==> src/logic/link_cmd_pkg.sv <==
// Package: control byte codes, packet size and widths for the phone command handler.
// Assumes a byte-wide receive/transmit port toward the radio module.
package link_cmd_pkg;
  localparam logic [7:0] CODE_ACK     = 8'h06;
  localparam logic [7:0] CODE_BELL    = 8'h07;
  localparam logic [7:0] CODE_DC1     = 8'h11;
  localparam logic [7:0] CODE_DC2     = 8'h12;
  localparam logic [7:0] CODE_CANCEL  = 8'h18;
  localparam int         PACKET_BYTES = 10;
  localparam int         USER_COUNT   = 9;
  localparam int         BYTE_BITS    = 8;
  localparam logic [3:0] USER_MIN     = 4'h1;
  typedef enum logic [3:0] {
    ST_IDLE, ST_CONFIRM, ST_KEYGEN, ST_DONE_WAIT, ST_USER, ST_COLLECT, ST_PROCESS, ST_SEND
  } state_t;
endpackage : link_cmd_pkg

==> src/logic/crypto_link_command_handler.sv <==
// Byte command interpreter between the radio byte link and the cipher core.
// Assumes the core acknowledges each start with a done pulse; tx is taken when tx_ready.
module crypto_link_command_handler
  import link_cmd_pkg::*;
#(
  parameter int PKT_LEN = PACKET_BYTES, // Bytes per packet
  parameter int USERS   = USER_COUNT    // Selectable user identities
) (
  input  wire logic       clock,         // 20 MHz clock
  input  wire logic       sys_rst,       // Async reset, active high
  input  wire logic       clk_en,        // Freezes all state when low
  input  wire logic       rx_valid,      // Received byte strobe
  input  wire logic [7:0] rx_data,       // Received byte
  input  wire logic       tx_ready,      // Radio accepts tx byte
  input  wire logic       link_ok,       // Link healthy level
  input  wire logic       enc_req,       // Next transfer is encryption
  input  wire logic       dec_req,       // Next transfer is decryption
  input  wire logic       core_done,     // Cipher core finished
  input  wire logic [7:0] core_data,     // Processed byte from core
  output logic            tx_valid,      // Tx byte valid
  output logic      [7:0] tx_data,       // Tx byte
  output logic            keygen_start,  // Start key generation pulse
  output logic            cipher_start,  // Start packet processing pulse
  output logic            cipher_encrypt,// 1 encrypt, 0 decrypt
  output logic      [3:0] user_sel,      // Selected user identity
  output logic      [3:0] byte_idx,      // Byte index to/from core
  output logic      [7:0] core_wdata,    // Byte written to core
  output logic            core_we,       // Core write strobe
  output logic            abort          // Operation abandoned pulse
);
  // Index and user fields are four bits wide
  if (PKT_LEN < 1 || PKT_LEN > 15 || USERS < 1 || USERS > 15) begin : g_bad_param
    $error("crypto_link_command_handler: bad parameter");
  end

  localparam logic [3:0] LAST_IDX = 4'(PKT_LEN - 1);
  localparam logic [3:0] MAX_USER = 4'(USERS);

  // ==========================================================
  // Command state
  state_t     state_reg, state_next;
  logic       tx_valid_reg, tx_valid_next;
  logic [7:0] tx_data_reg, tx_data_next;
  logic       kg_reg, kg_next, cs_reg, cs_next, enc_reg, enc_next;
  logic [3:0] user_reg, user_next, idx_reg, idx_next;
  logic [7:0] wdata_reg, wdata_next;
  logic       we_reg, we_next, abort_reg, abort_next;
  logic       rx_take, tx_busy, cancel_hit;

  assign tx_busy = tx_valid_reg && !tx_ready;
  // Bytes are not taken while a reply is pending
  assign rx_take = rx_valid && !tx_busy;
  // Mid-packet a cancel code is payload; every other state, and ST_COLLECT before its first byte, honours it
  assign cancel_hit = rx_take && rx_data == CODE_CANCEL
                      && !(state_reg == ST_COLLECT && (idx_reg != 4'h0 || we_reg));

  always_comb begin
    state_next    = state_reg;
    tx_valid_next = tx_valid_reg && !tx_ready;
    tx_data_next  = tx_data_reg;
    kg_next       = 1'b0;
    cs_next       = 1'b0;
    we_next       = 1'b0;
    abort_next    = 1'b0;
    enc_next      = enc_reg;
    user_next     = user_reg;
    idx_next      = idx_reg;
    wdata_next    = wdata_reg;
    if (cancel_hit) begin
      state_next    = ST_IDLE;
      abort_next    = 1'b1;
      tx_valid_next = 1'b1;
      tx_data_next  = CODE_ACK;
    end else begin
      unique case (state_reg)
        ST_IDLE: begin
          if (rx_take && rx_data == CODE_BELL && link_ok) begin
            tx_valid_next = 1'b1;
            tx_data_next  = CODE_ACK;
          end else if (rx_take && rx_data == CODE_DC1) begin
            tx_valid_next = 1'b1;
            tx_data_next  = CODE_DC1;
            state_next    = ST_CONFIRM;
          end else if (enc_req || dec_req) begin
            enc_next   = enc_req;
            state_next = enc_req ? ST_USER : ST_COLLECT;
            idx_next   = '0;
          end
        end
        ST_CONFIRM: begin
          if (rx_take && rx_data == CODE_DC2) begin
            kg_next    = 1'b1;
            state_next = ST_KEYGEN;
          end
        end
        ST_KEYGEN: begin
          if (core_done) begin
            tx_valid_next = 1'b1;
            tx_data_next  = CODE_DC2;
            state_next    = ST_DONE_WAIT;
          end
        end
        ST_DONE_WAIT: begin
          if (rx_take && rx_data == CODE_ACK) begin
            state_next = ST_IDLE;
          end
        end
        ST_USER: begin
          if (rx_take && rx_data[3:0] >= USER_MIN && rx_data[3:0] <= MAX_USER
              && rx_data[7:4] == 4'h0) begin
            user_next  = rx_data[3:0];
            state_next = ST_COLLECT;
          end
        end
        ST_COLLECT: begin
          // Index steps after each write, so back-to-back bytes still count right
          if (we_reg) begin
            idx_next = idx_reg + 4'h1;
          end
          if (rx_take) begin
            we_next    = 1'b1;
            wdata_next = rx_data;
            if (idx_next == LAST_IDX) begin
              state_next = ST_PROCESS;
            end
          end
        end
        ST_PROCESS: begin
          if (we_reg) begin
            idx_next = '0;
            cs_next  = 1'b1;
          end else if (core_done) begin
            state_next = ST_SEND;
          end
        end
        ST_SEND: begin
          if (!tx_busy) begin
            tx_valid_next = 1'b1;
            tx_data_next  = core_data;
            idx_next      = idx_reg + 4'h1;
            if (idx_reg == LAST_IDX) begin
              idx_next   = '0;
              state_next = ST_COLLECT;
            end
          end
        end
        default: state_next = ST_IDLE;
      endcase
    end
  end

  always_ff @(posedge clock or posedge sys_rst) begin
    if (sys_rst) begin
      state_reg    <= ST_IDLE;
      tx_valid_reg <= 1'b0;
      tx_data_reg  <= 8'h00;
      kg_reg       <= 1'b0;
      cs_reg       <= 1'b0;
      enc_reg      <= 1'b0;
      user_reg     <= USER_MIN;
      idx_reg      <= 4'h0;
      wdata_reg    <= 8'h00;
      we_reg       <= 1'b0;
      abort_reg    <= 1'b0;
    end else if (clk_en) begin
      state_reg    <= state_next;
      tx_valid_reg <= tx_valid_next;
      tx_data_reg  <= tx_data_next;
      kg_reg       <= kg_next;
      cs_reg       <= cs_next;
      enc_reg      <= enc_next;
      user_reg     <= user_next;
      idx_reg      <= idx_next;
      wdata_reg    <= wdata_next;
      we_reg       <= we_next;
      abort_reg    <= abort_next;
    end
  end

  assign tx_valid       = tx_valid_reg;
  assign tx_data        = tx_data_reg;
  assign keygen_start   = kg_reg;
  assign cipher_start   = cs_reg;
  assign cipher_encrypt = enc_reg;
  assign user_sel       = user_reg;
  assign byte_idx       = idx_reg;
  assign core_wdata     = wdata_reg;
  assign core_we        = we_reg;
  assign abort          = abort_reg;

  // ==========================================================
  // Checks
  a_bell_ack: assert property (@(posedge clock) disable iff (sys_rst)
    clk_en && rx_take && state_reg == ST_IDLE && rx_data == CODE_BELL && link_ok
    |=> tx_valid && tx_data == CODE_ACK)
    else $error("bell not acknowledged");
  a_cancel_ack: assert property (@(posedge clock) disable iff (sys_rst)
    clk_en && cancel_hit
    |=> abort && tx_data == CODE_ACK && state_reg == ST_IDLE)
    else $error("cancel not handled");
  a_dc1_echo: assert property (@(posedge clock) disable iff (sys_rst)
    clk_en && rx_take && state_reg == ST_IDLE && rx_data == CODE_DC1
    |=> tx_data == CODE_DC1 && !keygen_start && state_reg == ST_CONFIRM)
    else $error("request not echoed");
  a_keygen_gate: assert property (@(posedge clock) disable iff (sys_rst)
    keygen_start |-> $past(state_reg) == ST_CONFIRM)
    else $error("key generation without confirm");
  a_done_dc2: assert property (@(posedge clock) disable iff (sys_rst)
    clk_en && state_reg == ST_KEYGEN && core_done && !cancel_hit
    |=> tx_data == CODE_DC2)
    else $error("completion not reported");
  a_user_range: assert property (@(posedge clock) disable iff (sys_rst)
    user_sel >= USER_MIN && user_sel <= MAX_USER)
    else $error("user out of range");
  a_idx_range: assert property (@(posedge clock) disable iff (sys_rst)
    byte_idx <= LAST_IDX)
    else $error("byte index past packet");
  a_one_packet: assert property (@(posedge clock) disable iff (sys_rst)
    cipher_start |-> !core_we && $past(core_we) && $past(byte_idx) == LAST_IDX)
    else $error("write during processing");
  a_reset_idle: assert property (@(posedge clock) disable iff (sys_rst)
    $rose(abort) |-> state_reg == ST_IDLE)
    else $error("abort not idle");
  c_keygen: cover property (@(posedge clock) disable iff (sys_rst) keygen_start);
  c_cipher: cover property (@(posedge clock) disable iff (sys_rst) cipher_start);
  c_cancel: cover property (@(posedge clock) disable iff (sys_rst) abort);
endmodule // crypto_link_command_handler

==> config.mk <==
export PLATFORM = sky130hd
export DESIGN_NAME = crypto_link_command_handler
export DESIGN_NICKNAME = d
export VERILOG_FILES = /design/src/logic/link_cmd_pkg.sv /design/src/logic/crypto_link_command_handler.sv
export SDC_FILE = /design/constraint.sdc
export NUM_CORES = 1
export LEC_CHECK = 0
export BUFFER_PORTS_ARGS = -buffer_cell sky130_fd_sc_hd__clkbuf_2
export CORE_MARGIN = 3
export CORE_UTILIZATION = 49
export CTS_BUF_LIST = sky130_fd_sc_hd__clkbuf_2
export CTS_CLUSTER_SIZE = 8
export DETAILED_ROUTE_END_ITERATION = 10
export PLACE_DENSITY = 0.78
export REMOVE_ABC_BUFFERS = 1
export SETUP_SLACK_MARGIN = 0.15
export SYNTH_ARGS = -nofsm -noshare
export SYNTH_HDL_FRONTEND = slang
export SYNTH_SLANG_ARGS = --single-unit
==> constraint.sdc <==
create_clock -name clock -period 2.1 [get_ports clock]
set_input_delay 0.315 -clock clock [delete_from_list [all_inputs] [get_ports clock]]
set_output_delay 0.315 -clock clock [all_outputs]
set_load 0.01 [all_outputs]
==> metrics <==
Fill cells=223; post-route clock period utilization=1.04; reg2reg end=state_reg[0]; IO Pins=55; clk sinks=33; FF-to-FF Start=byte_idx[0]; Worst Path Max Fanout=3; worst vdd ir=0.616 mV; WL/cell=19.0 µm; R2R Setup Slk=-0.07 ns; CP endpoint kind=flip-flop; gr usage total=0.263; slew margin rel.=0.722; clock root buffer=clkbuf_2; Setup crit start=byte_idx[0]; number of global-route vias before repair=roughly 2200; Yosys reg bits=33; max-slew violations=0; Clock Tree Buf Depth=2; largest net degree at the start of global routing=34; Mean Syn Cell Area=9.21 µm²; Area growth syn-to-layout=57.5%; Final Cell Area=3190 µm²; crit start category=flip-flop; Hold Violations, Final=0; routability cong.=0.940; final cell count without fillers=slightly below 400; total number of vias=roughly 2400; failing checks=setup timing; type of the worst min-delay path=input pin to flip-flop; first-pass GRT wire length=approximately 10000 µm; Yosys top cell area share=0.395; Worst-path clk slew=~0.19 ns; Critical Path AT=2.50 ns; synth unique cells=55; post-layout min period=approximately 2.2 ns; DR iter-0 viols=174; dpl cell area=2710 µm²; chip width=70.3 µm; row cnt=22; Mapped Area=2030 µm²; largest cells by area after synthesis=dfrtp_1, mux2_2, nand2_1, o21ai_0, nor2_1; Final #Nets=367; post-route ant nets=0; synth cell count leaders=dfrtp_1, nand2_1, nor2_1, o21ai_0; total global routing overflow=0; cts bufs inserted=5; setup ws final=-0.0735 ns; Seq/Total Area, Yosys=0.408; Required @ worst endpoint=2.42 ns; unrepaired setup endpoints after global routing=yes; CP endpoint=state_reg[0]; vias per cell=6.06; Fmax=roughly 460 MHz; initial core utilization=0.530; core region area=3830 µm²; Remaining DRCs=0; share of cells above drive strength 1=0.556; Synth area leader=dfrtp_1; clk_skew=0.0222 ns; Die Height=70.3 µm; clk_lat worst skew=0.39 ns; Max-Cap Viols=0; Warnings, synthesis=0; Die ar.=4940 µm²; Syn Inst Count=220; outcome=complete, but fails checks; initial antenna violation count=0; most common cell in the netlist=dfrtp_1; DPL Wire Length=4640 µm; Most used DFF post-synth=dfrtp_1; CP Class=flip-flop to flip-flop; final WL=7380 µm; port buffer count=54; Post-synth EDFFs=0; Initial DRT Pass Iterations=6; # setup viols final=13; total power=3.13 mW; Slew @ Worst Pin=0.413 ns; depth of the most critical reg-to-reg path=8; n_diodes=0; htree depth=2; asr flop ratio synth=1.00; P per Cell Area=~980 nW/µm²; TritonCTS clock tree=built; dpl cells=367; Leakage=between 1.5 and 2 nW
-- power by group --
group	switching [mW]	leakage, nW	internal [mW]
logic	0.962	1.10	0.910
registers	0.145	0.433	0.818
clock network	0.227	0.0278	0.0728
-- per-stage QoR --
step           worst slack, ns  utilization  setup TNS, ns  hold WS (ns)
5_1_grt                 -0.137        0.834          -1.02         0.116
4_1_cts                -0.0242        0.764        -0.0482         0.119
6_report               -0.0735        0.834         -0.432         0.142
2_1_floorplan           -0.234            -          -1.52         0.417
3_5_place_dp            -0.231        0.708          -3.84         0.412
3_3_place_gp            -0.190        0.708          -2.97         0.403
-- cells by family after synthesis --
logic type / Yosys count / synth area share
flip-flops: 33 / 0.408
AO/OA/AOI/OAI: 59 / 0.201
multiplexers: 14 / 0.0778
XOR/XNOR: 2 / 0.00864
AND/OR/NAND/NOR: 88 / 0.241
buffers and inverters: 21 / 0.0457
adder cells (fa/ha/maj): 3 / 0.0185
-- critical path, cell delays in order, from the launching register on --
cell and delay [ns]:
dfrtp_2 0.48, inv_2 0.10, ha_4 0.21, nand4b_1 0.20, o41ai_2 0.09, a21oi_2 0.12, or4_4 0.43, or4_1 0.40
o21ai_1 0.08
-- layer usage --
layer,share of wire,track usage,vias to the layer above
met1,0.39,0.328,1129
met3,0.077,0.0633,28
met4,0.026,0.0979,0
met5,0,0,-
met2,0.51,0.438,138
li1,-,-,1057
-- final cells by class --
class / count / area, µm² / area share
sequential: 33 / 828 / 0.260
timing repair buffer: 117 / 785 / 0.246
clock inverter: 3 / 12.5 / 0.00392
multi-input combinational: 168 / 1430 / 0.448
clock buffer: 5 / 25.0 / 0.00784
tap: 48 / 60.1 / 0.0188
inverter: 14 / 52.6 / 0.0165
-- timing repair --
item | 4_1_cts | 5_1_grt
gates cloned | 2 | 0
hold buffers | 1 | 0
setup endpoints to repair | 29 | 29
pin swaps | 10 | 24
buffers inserted | 4 | 6
gates resized for setup | 26 | 46
endpoints found under the hold margin | 32 | 0
-- layout by cell type, fill, tap and decap left out, types with 3 or more instances in the layout --
master	instances
inv_1	12
mux2_2	9
o211ai_1	3
mux2_4	5
and2_1	3
nor3_1	3
nand3_1	3
ha_4	3
nor2_1	16
dfrtp_1	31
buf_6	7
a32o_1	3
o21ai_1	3
nand4_1	5
nand2_1	18
buf_4	54
nand2_2	4
a21o_1	3
clkbuf_2	59
nor3_4	5
o21ai_0	12
a21oi_1	7
-- how the worst min path moves through the flow --
| stage | slack, ns | cells after the start | startpoint | end |
|---|---|---|---|---|
| 2_1_floorplan | 0.42 | 1 | clk_en | state_reg[2] |
| 3_3_place_gp | 0.40 | 3 | sys_rst | tx_data[6] |
| 3_5_place_dp | 0.41 | 3 | sys_rst | tx_data[6] |
| 4_1_cts | 0.12 | 3 | core_data[3] | tx_data[3] |
| 5_1_grt | 0.12 | 3 | core_data[3] | tx_data[3] |
| 6_report | 0.14 | 3 | core_data[6] | tx_data[6] |
No activity file was read; power rests on OpenSTA's default activity.
